==> config.mk <==
export PLATFORM = sky130hd
export DESIGN_NAME = csw_clock_manager
export DESIGN_NICKNAME = d
export VERILOG_FILES = /design/src/csw_pkg.sv /design/src/csw_sync.sv /design/src/csw_handover.sv /design/src/csw_clock_manager.sv
export VERILOG_INCLUDE_DIRS = /design/src
export SDC_FILE = /design/constraint.sdc
export NUM_CORES = 1
export LEC_CHECK = 0
export BUFFER_PORTS_ARGS = -buffer_cell sky130_fd_sc_hd__buf_4
export CAP_MARGIN = 20
export CORE_MARGIN = 1.5
export CORE_UTILIZATION = 48
export CTS_CLUSTER_DIAMETER = 200
export DETAILED_ROUTE_END_ITERATION = 8
export GPL_ROUTABILITY_DRIVEN = 0
export PLACE_DENSITY = 0.86
export SLEW_MARGIN = 40
export SYNTH_ARGS = -nofsm -noshare
export SYNTH_HDL_FRONTEND = slang
export SYNTH_SLANG_ARGS = --single-unit
==> constraint.sdc <==
create_clock -name clk -period 3.45 [get_ports clk]
set_clock_uncertainty 0.15 [all_clocks]
set_input_delay 0.5175 -clock clk [delete_from_list [all_inputs] [get_ports clk]]
set_output_delay 0.5175 -clock clk [all_outputs]
set_load 0.02 [all_outputs]
==> src/csw_defs.svh <==
// offsets, field positions, reset values and timing counts of the clock manager
`ifndef CSW_DEFS_SVH
`define CSW_DEFS_SVH
`define CSW_OFS_CONTROL      12'h000
`define CSW_OFS_TRIM         12'h004
`define CSW_OFS_UNLOCK       12'h008
`define CSW_OFS_STATUS       12'h00c
`define CSW_OFS_POWER        12'h010
`define CSW_KEY_FIRST        32'h0000_0046
`define CSW_KEY_SECOND       32'h0000_0057
`define CSW_BIT_REQ          0
`define CSW_BIT_LPX_EN       1
`define CSW_BIT_FAIL         3
`define CSW_BIT_LOCK         5
`define CSW_NEW_LO           8
`define CSW_CUR_LO           12
`define CSW_TRIM_W           6
`define CSW_TRIM_RESET       6'h00
`define CSW_SRC_FRC          3'h0
`define CSW_SRC_FRC_PLL      3'h1
`define CSW_SRC_PRI          3'h2
`define CSW_SRC_PRI_PLL      3'h3
`define CSW_SRC_SEC          3'h4
`define CSW_SRC_LOW_POWER_INTERNAL_RC         3'h5
`define CSW_HANDOVER_CYCLES  4'ha
`endif

==> src/csw_pkg.sv <==
// types shared by the clock manager files
package csw_pkg;
  typedef enum logic [2:0] {
    CSW_IDLE     = 3'b000,
    CSW_COMPARE  = 3'b001,
    CSW_START    = 3'b010,
    CSW_HANDOVER = 3'b011,
    CSW_DONE     = 3'b100
  } csw_state_t;

  typedef enum logic [1:0] {
    CSW_RUN   = 2'b00,
    CSW_IDLEM = 2'b01,
    CSW_SLEEP = 2'b10
  } csw_pmode_t;

  typedef struct packed {
    logic        psel;
    logic        penable;
    logic        pwrite;
    logic [11:0] paddr;
    logic [31:0] pwdata;
  } csw_apb_req_t;

  typedef struct packed {
    logic       ready_q;
    logic [3:0] cnt_q;
  } csw_hand_t;

  typedef struct packed {
    logic [1:0] s1_q;
    logic [1:0] s2_q;
  } csw_sync_t;
endpackage

==> src/csw_sync.sv <==
// two-flop synchronisers for the oscillator status pins
`timescale 1ns/10ps
module csw_sync (
  input  wire logic       clk,
  input  wire logic       rst_n,
  input  wire logic [1:0] async_in,
  output logic      [1:0] sync_out
);
  csw_pkg::csw_sync_t st_q;
  csw_pkg::csw_sync_t st_d;

  // second stage only reads the first
  always_comb begin
    st_d      = st_q;
    st_d.s1_q = async_in;
    st_d.s2_q = st_q.s1_q;
  end

  always_ff @(posedge clk or negedge rst_n) begin
    if (!rst_n) begin
      st_q <= '0;
    end else begin
      st_q <= st_d;
    end
  end

  assign sync_out = st_q.s2_q;
endmodule

==> src/csw_handover.sv <==
// counts new-source clock ticks before the system clock changes over
`timescale 1ns/10ps
`include "csw_defs.svh"
module csw_handover (
  input  wire logic clk,
  input  wire logic rst_n,
  input  wire logic start,
  input  wire logic new_tick,
  output logic      done
);
  csw_pkg::csw_hand_t st_q;
  csw_pkg::csw_hand_t st_d;

  // counting new clock edges
  always_comb begin
    st_d         = st_q;
    st_d.ready_q = 1'b0;
    if (start) begin
      st_d.cnt_q = 4'h0;
    end else if (new_tick && st_q.cnt_q != `CSW_HANDOVER_CYCLES) begin
      st_d.cnt_q = st_q.cnt_q + 4'h1;
      if (st_q.cnt_q + 4'h1 == `CSW_HANDOVER_CYCLES) begin
        st_d.ready_q = 1'b1;
      end
    end
  end

  always_ff @(posedge clk or negedge rst_n) begin
    if (!rst_n) begin
      st_q <= '{ready_q: 1'b0, cnt_q: `CSW_HANDOVER_CYCLES};
    end else begin
      st_q <= st_d;
    end
  end

  assign done = st_q.ready_q;
endmodule

==> src/csw_clock_manager.sv <==
// system clock manager: switching, fail-safe monitor, rc trim, sleep and idle
`timescale 1ns/10ps
`include "csw_defs.svh"
module csw_clock_manager (
  input  wire logic                  clk,
  input  wire logic                  rst_n,
  input  wire logic                  psel,
  input  wire logic                  penable,
  input  wire logic                  pwrite,
  input  wire logic [11:0]           paddr,
  input  wire logic [31:0]           pwdata,
  output logic      [31:0]           prdata,
  output logic                       pready,
  output logic                       pslverr,
  input  wire logic                  switch_cfg_n,
  input  wire logic                  monitor_cfg_n,
  input  wire logic [2:0]            initial_source_config,
  input  wire logic                  wdt_enabled,
  input  wire logic                  osc_ready_pin,
  input  wire logic                  pll_lock_pin,
  input  wire logic                  new_clk_tick,
  input  wire logic                  clock_failed,
  input  wire logic                  pwr_save_req,
  input  wire logic                  pwr_save_sleep,
  input  wire logic                  wake_irq,
  input  wire logic                  wdt_timeout,
  output logic      [5:0]            osc_enable,
  output logic      [2:0]            sys_clk_sel,
  output logic      [`CSW_TRIM_W-1:0] rc_trim_field,
  output logic                       clock_fail_trap,
  output logic                       wdt_clear,
  output logic                       cpu_halt,
  output logic                       periph_clk_en,
  output logic                       handover_start
);
  typedef struct packed {
    csw_pkg::csw_state_t sw;
    csw_pkg::csw_pmode_t pm;
    logic [1:0]          key_q;
    logic [2:0]          new_q;
    logic [2:0]          cur_q;
    logic [2:0]          old_q;
    logic                req_q;
    logic                lpx_q;
    logic                fail_q;
    logic                lock_q;
    logic [5:0]          trim_q;
    logic                pready_q;
    logic                slverr_q;
    logic [31:0]         rdata_q;
    logic [5:0]          oscen_q;
    logic                trap_q;
    logic                wdclr_q;
    logic                hstart_q;
    logic                halt_q;
    logic                pclk_q;
  } csw_state_all_t;

  csw_state_all_t st_q;
  csw_state_all_t st_d;
  logic [1:0]     pins_s;
  logic           hand_done;
  logic           sw_ok;
  logic           setup;
  logic           wr_acc;
  logic [31:0]    ctl_word;
  logic           acc_first;
  logic           win_open;
  logic           mon_on;

  // osc ready and lock come from the analog side
  csw_sync u_sync (
    .clk      (clk),
    .rst_n    (rst_n),
    .async_in ({pll_lock_pin, osc_ready_pin}),
    .sync_out (pins_s)
  );

  // ten-tick counter
  csw_handover u_hand (
    .clk      (clk),
    .rst_n    (rst_n),
    .start    (st_q.hstart_q),
    .new_tick (new_clk_tick),
    .done     (hand_done)
  );

  // source uses the multiplier
  function automatic logic uses_pll(input logic [2:0] s);
    uses_pll = (s == `CSW_SRC_FRC_PLL) || (s == `CSW_SRC_PRI_PLL);
  endfunction

  // source is a crystal needing start-up timer
  function automatic logic is_xtal(input logic [2:0] s);
    is_xtal = (s == `CSW_SRC_PRI) || (s == `CSW_SRC_PRI_PLL) || (s == `CSW_SRC_SEC);
  endfunction

  // one-hot enable for a source code
  function automatic logic [5:0] src_bit(input logic [2:0] s);
    src_bit = 6'h01 << s;
  endfunction

  // offset hits one of the five registers
  function automatic logic mapped(input logic [11:0] a);
    mapped = (a == `CSW_OFS_CONTROL) || (a == `CSW_OFS_TRIM) || (a == `CSW_OFS_UNLOCK) ||
             (a == `CSW_OFS_STATUS) || (a == `CSW_OFS_POWER);
  endfunction

  assign sw_ok    = ~switch_cfg_n;
  assign setup    = psel && !penable;
  assign wr_acc   = psel && penable && pwrite;
  assign acc_first = psel && penable && !st_q.pready_q;
  // window open for exactly one access after the key pair
  assign win_open = st_q.key_q == 2'b10;
  // monitor runs only when switching is allowed too
  assign mon_on   = sw_ok && !monitor_cfg_n;
  assign ctl_word = {17'h0, st_q.cur_q, 1'b0, st_q.new_q, 2'b00, st_q.lock_q, 1'b0,
                     st_q.fail_q, 1'b0, st_q.lpx_q, st_q.req_q};

  // next-state logic of the whole manager
  always_comb begin
    st_d          = st_q;
    // pulses default low
    st_d.pready_q = 1'b0;
    st_d.slverr_q = 1'b0;
    st_d.trap_q   = 1'b0;
    st_d.wdclr_q  = 1'b0;
    st_d.hstart_q = 1'b0;

    // apb: one wait state, answer on the second access cycle
    if (setup) begin
      if (paddr == `CSW_OFS_CONTROL) begin
        st_d.rdata_q = ctl_word;
      end else if (paddr == `CSW_OFS_TRIM) begin
        st_d.rdata_q = {26'h0, st_q.trim_q};
      end else if (paddr == `CSW_OFS_UNLOCK) begin
        st_d.rdata_q = {30'h0, st_q.key_q};
      end else if (paddr == `CSW_OFS_STATUS) begin
        st_d.rdata_q = {27'h0, st_q.pm, st_q.sw};
      end else if (paddr == `CSW_OFS_POWER) begin
        st_d.rdata_q = {26'h0, st_q.oscen_q};
      end else begin
        st_d.rdata_q = 32'h0;
      end
    end
    // answer and bus error one cycle after the access starts
    if (acc_first) begin
      st_d.pready_q = 1'b1;
      st_d.slverr_q = !mapped(paddr);
    end

    // key sequence; any other completed access closes the window
    if (acc_first) begin
      if (pwrite && paddr == `CSW_OFS_UNLOCK && pwdata == `CSW_KEY_FIRST) begin
        st_d.key_q = 2'b01;
      end else if (pwrite && paddr == `CSW_OFS_UNLOCK && pwdata == `CSW_KEY_SECOND
                   && st_q.key_q == 2'b01) begin
        st_d.key_q = 2'b10;
      end else begin
        st_d.key_q = 2'b00;
      end
    end

    if (wr_acc && !st_q.pready_q && paddr == `CSW_OFS_TRIM) begin
      st_d.trim_q = pwdata[5:0];
    end

    if (wr_acc && !st_q.pready_q && paddr == `CSW_OFS_CONTROL && win_open) begin
      // new code is whole source; submode comes from config only
      st_d.new_q = pwdata[`CSW_NEW_LO +: 3];
      st_d.lpx_q = pwdata[`CSW_BIT_LPX_EN];
      // software may clear the fail flag only
      if (!pwdata[`CSW_BIT_FAIL]) begin
        st_d.fail_q = 1'b0;
      end
      // request only accepted while switching allowed
      if (pwdata[`CSW_BIT_REQ] && sw_ok && st_q.sw == csw_pkg::CSW_IDLE) begin
        st_d.req_q = 1'b1;
        st_d.sw    = csw_pkg::CSW_COMPARE;
      end
    end

    // switch sequence; cpu never halted here
    case (st_q.sw)
      csw_pkg::CSW_IDLE: begin
        // nothing pending
      end
      csw_pkg::CSW_COMPARE: begin
        if (st_q.cur_q == st_q.new_q) begin
          st_d.req_q = 1'b0;
          st_d.sw    = csw_pkg::CSW_IDLE;
        end else begin
          st_d.lock_q  = 1'b0;
          st_d.fail_q  = 1'b0;
          st_d.oscen_q = st_q.oscen_q | src_bit(st_q.new_q);
          st_d.sw      = csw_pkg::CSW_START;
        end
      end
      csw_pkg::CSW_START: begin
        // wait start-up timer and multiplier lock
        if ((!is_xtal(st_q.new_q) || pins_s[0]) && (!uses_pll(st_q.new_q) || pins_s[1])) begin
          st_d.hstart_q = 1'b1;
          st_d.sw       = csw_pkg::CSW_HANDOVER;
        end
      end
      csw_pkg::CSW_HANDOVER: begin
        if (hand_done) begin
          st_d.old_q = st_q.cur_q;
          st_d.cur_q = st_q.new_q;
          st_d.req_q = 1'b0;
          st_d.sw    = csw_pkg::CSW_DONE;
        end
      end
      csw_pkg::CSW_DONE: begin
        // old source off unless needed elsewhere
        st_d.oscen_q = st_q.oscen_q & ~src_bit(st_q.old_q);
        st_d.sw      = csw_pkg::CSW_IDLE;
      end
      default: begin
        // unused codes recover to idle
        st_d.sw = csw_pkg::CSW_IDLE;
      end
    endcase

    st_d.lock_q = uses_pll(st_d.cur_q) ? pins_s[1] : 1'b0;
    // lock cleared while a new switch starts
    if (st_q.sw == csw_pkg::CSW_COMPARE && st_q.cur_q != st_q.new_q) begin
      st_d.lock_q = 1'b0;
    end

    // monitor fallback, only when enabled and not in sleep
    if (mon_on && clock_failed && st_q.pm != csw_pkg::CSW_SLEEP
        && !st_q.fail_q) begin
      st_d.fail_q   = 1'b1;
      st_d.trap_q   = 1'b1;
      st_d.cur_q    = uses_pll(st_q.cur_q) ? `CSW_SRC_FRC_PLL : `CSW_SRC_FRC;
      st_d.oscen_q  = st_q.oscen_q | src_bit(st_d.cur_q);
      st_d.req_q    = 1'b0;
      st_d.sw       = csw_pkg::CSW_IDLE;
    end

    // locked configuration follows the initial source
    if (!sw_ok) begin
      st_d.cur_q = initial_source_config;
      st_d.req_q = 1'b0;
      st_d.sw    = csw_pkg::CSW_IDLE;
    end

    if (pwr_save_req && st_q.pm == csw_pkg::CSW_RUN) begin
      st_d.wdclr_q = 1'b1;
      st_d.pm      = pwr_save_sleep ? csw_pkg::CSW_SLEEP : csw_pkg::CSW_IDLEM;
    end else if ((wake_irq || wdt_timeout) && st_q.pm != csw_pkg::CSW_RUN) begin
      st_d.pm = csw_pkg::CSW_RUN;
    end

    if (st_d.pm == csw_pkg::CSW_SLEEP) begin
      st_d.oscen_q = 6'h00;
      // low-power rc runs for the watchdog
      st_d.oscen_q[`CSW_SRC_LOW_POWER_INTERNAL_RC] = wdt_enabled;
    end else begin
      st_d.oscen_q = st_d.oscen_q | src_bit(st_d.cur_q);
      if (wdt_enabled || mon_on) begin
        st_d.oscen_q[`CSW_SRC_LOW_POWER_INTERNAL_RC] = 1'b1;
      end
    end
    if (st_d.lpx_q && st_d.pm != csw_pkg::CSW_SLEEP) begin
      st_d.oscen_q[`CSW_SRC_SEC] = 1'b1;
    end

    // cpu halted in both modes, peripherals only in sleep
    st_d.halt_q = st_d.pm != csw_pkg::CSW_RUN;
    st_d.pclk_q = st_d.pm != csw_pkg::CSW_SLEEP;
  end

  // state register
  always_ff @(posedge clk or negedge rst_n) begin
    if (!rst_n) begin
      st_q        <= '0;
      st_q.sw     <= csw_pkg::CSW_IDLE;
      st_q.pm     <= csw_pkg::CSW_RUN;
      st_q.trim_q <= `CSW_TRIM_RESET;
      st_q.pclk_q <= 1'b1;
    end else begin
      st_q <= st_d;
    end
  end

  // outputs straight from state flops
  assign prdata          = st_q.rdata_q;
  assign pready          = st_q.pready_q;
  assign pslverr         = st_q.slverr_q;
  assign osc_enable      = st_q.oscen_q;
  assign sys_clk_sel     = st_q.cur_q;
  assign rc_trim_field   = st_q.trim_q;
  assign clock_fail_trap = st_q.trap_q;
  assign wdt_clear       = st_q.wdclr_q;
  assign cpu_halt        = st_q.halt_q;
  assign periph_clk_en   = st_q.pclk_q;
  assign handover_start  = st_q.hstart_q;
endmodule

# Word-level counts from Yosys, hierarchy flattened
# Cells that the tools add are included.
# totals
output_inout_bits,54
wordCells,162
in_bits,63
ram_bits,0
latchBits,0
mem_count,0
ff_bits,80
rom_bits,0
# op_classes
n_lt_le_gt_ge,0
bitwise_logic,6
eq_ne,27
multipliers,0
n_shift,4
n_reduce_logical,51
n_addsub,1
mux,49
n_div,0
# op_table
cell,count
$eq 32x7->1 const B,2
$mux 6,7
$mux 3,9
$eq 12x4->1 const B,2
$logic_and 1x1->1,24
$eq 3x2->1 const B,6
$mux 2,9
$or 6x6->6,3
$shl 1x3->6 const A,3
$mux 1,16
$mux 15,1
$mux 7,2
$logic_or 1x1->1,13
$eq 12x3->1 const B,1
$eq 12x5->1 const B,1
$eq 3x1->1 const B,4
$logic_not 12->1,1
$pmux 3 s4,1
$pmux 6 s2,1
$logic_not 1->1,7
$and 6x6->6,1
$eq 3x3->1 const B,2
$not 6->6,1
$reduce_bool 2->1,3
16 further kinds,18

# Logic depth before layout (Yosys ltp)
# Gate-level depths: netlist of the first run.
# logic_depth
word_depth,15
mapped_depth,8
mapped_depth_nobuf,7

# Hierarchy
# From an unflattened synthesis of the first run, not the netlist that was laid out.
# hier_totals
cells_unflattened,343
area_unflattened_um2,3390.8
# by_module_without_submodules
module,instances,cells_per_inst,area_each_um2,seq_area_each_um2
csw_clock_manager,1,309,2972.9,1277.5
csw_handover,1,30,317.8,127.6
csw_sync,1,4,100.1,100.1

# Least setup slack after synthesis of the first run
# No wires, ideal clock.
# synth_timing
path_kind,input port to flip-flop
start,input paddr[2]
end,"register st_q, in the netlist ctl_word[0]"
slack_ns,1.319
setup_time_ns,0.094
arrival_time_ns,1.887
required_time_ns,3.206
n_path_buf,1
cell_stages,5
path_cell_list,buf_2 > or3_1 > nor4b_4 > nand4_2 > a221oi_2
# synth_lines
item,line_no,text
start: declaration,csw_clock_manager.sv:10,"input wire logic [11:0] paddr,"
end signal: assignment,csw_clock_manager.sv:284,st_q <= st_d;
end: declaration,csw_clock_manager.sv:59,csw_state_all_t st_q;

==> results_dict.tcl, run 1 <==
set metrics [dict create \
    setup_viol 0 \
    syn_avg_cell_area_um2 9.93 \
    synth_cells 347 \
    hpwl_mm 6.42 \
    ir_drop_mv 0.231 \
    grt_pass1_vias 2690 \
    drtIter0Drc 205 \
    leakage_uw 0.00204 \
    via_count 2863 \
    grt_usage_pct 22.9 \
    die_x_um 87.7 \
    ys_seq_elements 60 \
    cap_violations 0 \
    post-cts-setup-buffer-count 0 \
    async_reset_ff_share_pct 100 \
    finalCriticalPeriod_ps 2340 \
    worstSetupStartpointType "register" \
    slew_headroom_pct 55.3 \
    io_buffers 96 \
    cts_resized 0 \
    drive_gt1_share_pct 33.3 \
    cp.buffers_inverters 1 \
    nets 481 \
    grt_pass1_wl_mm 13.3 \
    path_cells "nor2b_2, or4_1, inv_4, or4b_1, o32ai_1, a31oi_1" \
    violations "hold timing" \
    crit_arrival_ps 2370 \
    status "finished, violations left" \
    hold_viol 14 \
    synth-main-ff-cell "dfrtp_1" \
    ioPinCount 117 \
    critPathKind "reg2reg" \
    drv_slew 0 \
    finalWirelength_mm 8.53 \
    firstDrtPassIters 5 \
    max_freq_mhz 428 \
    initial_core_util_pct 50.2 \
    grt_max_degree 61 \
    via_per_inst 5.55 \
    finalWorstSetupSlack_ps 1110 \
    final_area_um2 4180 \
    die-area_um2 7700 \
    holdWs_ps -22.7 \
    critPathSlowestCell "or4b_1" \
    crit_required_ps 3490 \
    num_antenna_cells 0 \
    drc 0 \
    hold_path_class "in2async" \
    slowest_delay_ps 540 \
    critical_path.top_delay_family "simple AND/OR/NAND/NOR gates" \
    synth_top_area_cell "dfrtp_1" \
    clock_latency_ps 340 \
    wl_per_cell_um 16.5 \
    htreeDepth 3 \
    worst_setup_path_end_kind "register" \
    placementRows 30 \
    dieHeight_um 87.7 \
    worstMarginPinSlew_ps 670 \
    ant_nets 0 \
    cts_tree "done" \
    cts_buffers 9 \
    seq_area_frac_synth_pct 43.7 \
    synth.distinct_cells 59 \
    cts.sinks 60 \
    yosys_warnings 0 \
    rsz0062_at_grt "false" \
    cts-root-buf "clkbuf_8" \
    syn-cell-area_um2 3450 \
    cts.clk_slew.worst_paths_ps 70 \
    ctsHoldBuffers 0 \
    worstPathMaxFanout 8 \
    placed_area_um2 3960 \
    pwr_density_cell_nw_per_um2 463 \
    fin_crit_sh_pct 67.7 \
    grt_overflow_total 0 \
    synth_edf_count 0 \
    antenna_found_initial 0 \
    synth_top_cells_by_area "dfrtp_1 (41%), buf_4 (10%), mux2_2 (4.9%)" \
    post-place-ws_ps 976 \
    cts_buffer_depth 2 \
    coreArea_um2 6870 \
    tns_ps 0 \
    synth_top_cell_area_share_pct 41.4 \
    area_growth_pct 21.4 \
]
==> worst paths after layout <==
check | depth (start not counted) | startpoint | end | slack [ps]
setup / recovery | 6 | st_q[67] | osc_enable[4] | 1110
hold / removal | 1 | rst_n | u_sync.st_d[0] | -20
setup reg to reg | 6 | st_q[67] | osc_enable[4] | 1110
hold reg to reg | 0 | u_sync.st_d[1] | u_sync.sync_out[1] | 200
max in group asynchronous | 1 | rst_n | u_hand.st_q[3] | 2770
min in group clk | 1 | pll_lock_pin | u_sync.st_d[1] | 130
==> metal layers <==
layer | routed length [um] | global-route usage [%] | vias to the layer above
met5 | 0 | 0 | -
met4 | 252 | 11.1 | 0
met3 | 718 | 6.03 | 25
met2 | 4060 | 34.8 | 154
met1 | 3500 | 30.3 | 1378
li1 | - | - | 1306
==> area by class of cell <==
| class | count | area (um^2) |
|---|---|---|
| clock buffer | 12 | 145 |
| clock inverter | 4 | 72.6 |
| sequential | 60 | 1510 |
| fill | 574 | 2690 |
| inverter | 15 | 58.8 |
| tap | 96 | 120 |
| timing repair buffer | 96 | 724 |
| multi-input combinational | 233 | 1560 |
==> placed cells by master (no fill, tap or decap), types with 3 or more instances in the layout <==
cell type,netlist,routed
a31oi_1,4,4
a211oi_1,3,3
o21ai_0,12,12
inv_1,14,14
clkbuf_8,0,10
a21oi_1,8,8
nor3_1,7,7
a41oi_1,3,3
nand2b_1,12,12
dfrtp_1,57,57
mux2_2,15,15
o41ai_1,3,3
nor2b_1,7,7
buf_4,48,95
xnor2_1,3,3
nand4_1,3,3
nand3_1,6,6
nor4_1,6,6
a22o_1,7,7
nor4b_1,4,4
o31ai_1,4,3
nor2_1,31,31
dfstp_2,3,3
ha_1,3,3
mux2i_1,4,4
xor2_1,5,5
nand2_1,23,23
o32ai_1,3,3
a2bb2oi_1,4,4
nand3b_1,5,5
conb_1,1,20
==> synth_stat cells, drive strengths merged (7+ instances only) <==
| cell | instances |
|---|---|
| dfrtp | 57 |
| buf | 52 |
| nor2 | 31 |
| nand2 | 23 |
| inv | 15 |
| mux2 | 15 |
| nand2b | 12 |
| o21ai | 12 |
| a21oi | 8 |
| nor2b | 8 |
| nor3 | 8 |
| a22o | 7 |
| nor4 | 7 |
==> per-stage QoR <==
| step | total power (uW) | hold slack [ps] | instances | utilization, % |
|---|---|---|---|---|
| after floorplan | 1110 | 71.9 | 366 | - |
| after global placement | 1220 | 188 | 500 | 57.6 |
| after detailed placement | 1240 | 190 | 500 | 57.6 |
| after CTS | 1940 | 124 | 516 | 60.8 |
| after global routing | 2040 | 30.7 | 516 | 60.9 |
| final | 1940 | -22.7 | 516 | 60.9 |
==> flip-flops by register name, summed over array words and instances (netlist names) <==
signal,count
prdata,12
clock_fail_trap,1
osc_enable,6
pslverr,1
u_hand.st_q,4
handover_start,1
sys_clk_sel,3
pready,1
wdt_clear,1
ctl_word,7
periph_clk_en,1
cpu_halt,1
u_hand.done,1
st_q,10
u_sync.st_d,2
rc_trim_field,6
u_sync.sync_out,2
==> report_power, final <==
group	total, uW	internal (uW)	switching (uW)
clock	702	426	276
sequential	849	772	76.8
combinational	386	172	214
==> logic make-up (layout without fill, tap and decap cells) <==
group	Yosys count	in the layout	share of synthesized area, %
AO/OA/AOI/OAI	63	63	13.3
XOR/XNOR	8	8	2.03
adder cells (fa/ha/maj)	3	3	1.09
buffers and inverters	73	127	13.4
flip-flops	60	60	43.7
multiplexers	19	19	6.06
other	1	20	0.109
AND/OR/NAND/NOR	120	120	20.4
Power figures use the tool's default switching activity.
==> run 2: changes to the inputs <==
Settings changed: ABC_AREA set to 1, CORE_UTILIZATION 48 to 47.
Clock period 3.45 ns to 2 ns, I/O delays scaled along.
==> run 2 against run 1 <==
Net effect: worst hold slack better by 61 ps; largest cell class unchanged; utilization fell by 1.8 points; via count increased by 25%; largest power group unchanged; sequential share of layout area is 3.3 points lower; final area increased by 10%; synthesized area up 11%; fmax up 27%; synthesized cell count up 46%; the flow now finishes without violations; flip-flop and latch count did not move; critical path type unchanged; non-clock buffer count is 6 higher.
==> results_dict.tcl, run 2 <==
set metrics [dict create \
    status "completed" \
    grt_max_degree 61 \
    worstSetupStartpointType "register" \
    wl_per_cell_um 14.0 \
    die-area_um2 8710 \
    power_frac_seq_pct 44.2 \
    worstMarginPinSlew_ps 526 \
    worstPathMaxFanout 9 \
    drive_gt1_share_pct 28.4 \
    area_growth_pct 20.3 \
    cts_buffers 9 \
    synth_top_area_cell "dfrtp_1" \
    leakage_uw 0.00239 \
    synthTopCellsByCount "nand2_1 (110), inv_1 (65), dfrtp_1 (57), nor2_1 (50), buf_4 (49)" \
    cap_violations 0 \
    drtIter0Drc 285 \
    htreeDepth 3 \
    cts_buffer_depth 2 \
    setup_viol 0 \
    power.share.clock_pct 33.6 \
    largest_reg_flops 12 \
    synth_edf_count 0 \
    r2r_start "st_q[68]" \
    clock_latency_ps 350 \
    internal_power_uw 2230 \
    pwr_density_cell_nw_per_um2 707 \
    holdCritStartpoint "pwr_save_sleep" \
    grt_usage_pct 23.2 \
    nets 650 \
    placementRows 32 \
    p_sw_share_pct 31.5 \
    post-cts-setup-buffer-count 0 \
    synth_top_cells_by_area "dfrtp_1 (37%), nand2_1 (11%), buf_4 (9.6%)" \
    final_cell_mix "nand2_1 (110), buf_4 (97), inv_1 (65)" \
    grt_pass1_vias 3336 \
    crit_arrival_ps 1900 \
    ant_nets 0 \
    final_util_pct 59.1 \
    firstDrtPassIters 6 \
    grt_overflow_total 0 \
    yosys_warnings 0 \
    synth.distinct_cells 44 \
    via_count 3572 \
    num_antenna_cells 0 \
    max_freq_mhz 545 \
    via_per_inst 5.17 \
    drc 0 \
    synth-main-ff-cell "dfrtp_1" \
    synth_top_cell_area_share_pct 37.2 \
    finalWirelength_mm 9.68 \
    dieHeight_um 93.3 \
    tns_ps 0 \
    cts.sinks 60 \
    die_x_um 93.3 \
    initial_core_util_pct 49.1 \
    antenna_found_initial 0 \
    drv_slew 0 \
    slew_headroom_pct 65.0 \
    cts_tree "done" \
    yosysMostFrequentCell "nand2_1" \
    ioPinCount 117 \
    coreArea_um2 7810 \
    worst_setup_path_end_kind "register" \
    async_reset_ff_share_pct 100 \
    hold_path_class "in2reg" \
    cts-root-buf "clkbuf_8" \
    critical_path.startpoint "st_q[68]" \
    synth_cells 506 \
    final_common_cell "nand2_1" \
    hpwl_mm 7.42 \
    p_sw_uw 1030 \
    cts.clk_slew.worst_paths_ps 70 \
    ir_drop_mv 0.448 \
    rsz0062_at_grt "false" \
    hold_viol 0 \
    combPwrFrac_pct 22.2 \
    fin_crit_sh_pct 91.7 \
    finalCriticalPeriod_ps 1830 \
    syn_avg_cell_area_um2 7.58 \
    seq_area_frac_synth_pct 39.2 \
    critPathKind "reg2reg" \
    crit_required_ps 2060 \
    syn-cell-area_um2 3830 \
    grt_pass1_wl_mm 15.6 \
    ys_seq_elements 60 \
    io_buffers 96 \
]
## run 2: cell types whose count changed after synthesis, sizes merged, moves of 8 or more
cell / delta
nand2: +102
inv: +56
nand3: +38
nor2: +30
mux2: -15
nand2b: -12
o21ai: +12
nor2b: -8
## run 2: routing by layer
metal | GRT usage (%) | vias to the layer above | part of all wire, % | routed length (um)
li1 | - | 1690 | - | -
met1 | 29.3 | 1633 | 40 | 3840
met2 | 37.3 | 202 | 48 | 4630
met4 | 10.7 | 0 | 3.3 | 323
met5 | 0 | - | 0 | 0
met3 | 5.77 | 47 | 9.2 | 892
## run 2: critical path, cell delays in order (launching register included)
cell,delay [ps]
dfrtp_1,630
nand3_2,220
inv_1,190
nand2_2,150
a311oi_1,360
## run 2: per-stage QoR
| stage | hold WS [ps] | instances | worst slack [ps] | power [uW] | area (um^2) |
|---|---|---|---|---|---|
| finish | 38.2 | 691 | 165 | 3260 | 4610 |
| global route | 40.8 | 691 | 6.14 | 3420 | 4610 |
| CTS | 28.9 | 691 | 210 | 3270 | 4600 |
| detailed placement | 186 | 671 | 189 | 2170 | 4360 |
| global placement | 187 | 671 | 189 | 2140 | 4360 |
| floorplan | -146 | 525 | 440 | 1940 | 3910 |
## run 2: repair_timing
action,4_1_cts,5_1_grt
endpoints found under the hold margin,60,0
endpoints found under the setup margin,0,1
hold buffers,4,0
resized for setup,0,1
## run 2: kinds of logic after synthesis
kind of cell | count (synthesis) | share of synthesized area (%)
simple gates | 264 | 33.4
other cells | 1 | 0.0978
xor+xnor | 3 | 0.685
compound gates | 48 | 7.60
buf+inv | 127 | 17.9
flops | 60 | 39.2
fa+ha+maj | 3 | 0.979
## run 2: cell type report
cell class / instances / area, um^2
Inverter: 73 / 278
Timing Repair Buffer: 102 / 779
Tap cell: 102 / 128
Multi-Input combinational cell: 338 / 1720
Fill cell: 693 / 3200
Sequential cell: 60 / 1510
Clock inverter: 6 / 63.8
Clock buffer: 10 / 138
## run 2: power by group through the flow
stage               sequential, uW  combinational, uW  clock [uW]
finish                        1440                725        1100
global route                  1450                806        1160
floorplan                     1430                504           0
CTS                           1440                723        1110
global placement              1450                690           0
detailed placement            1460                717           0
## run 2: final timing paths
| path | end | slack [ps] | cells after the start |
|---|---|---|---|
| min reg2reg | u_sync.sync_out[1] | 200 | 0 |
| max | st_q[69] | 170 | 4 |
| min in group asynchronous | st_q[55] | 330 | 2 |
| min | st_q[66] | 40 | 2 |
| max reg2reg | st_q[69] | 170 | 4 |
| max in group asynchronous | periph_clk_en | 980 | 2 |
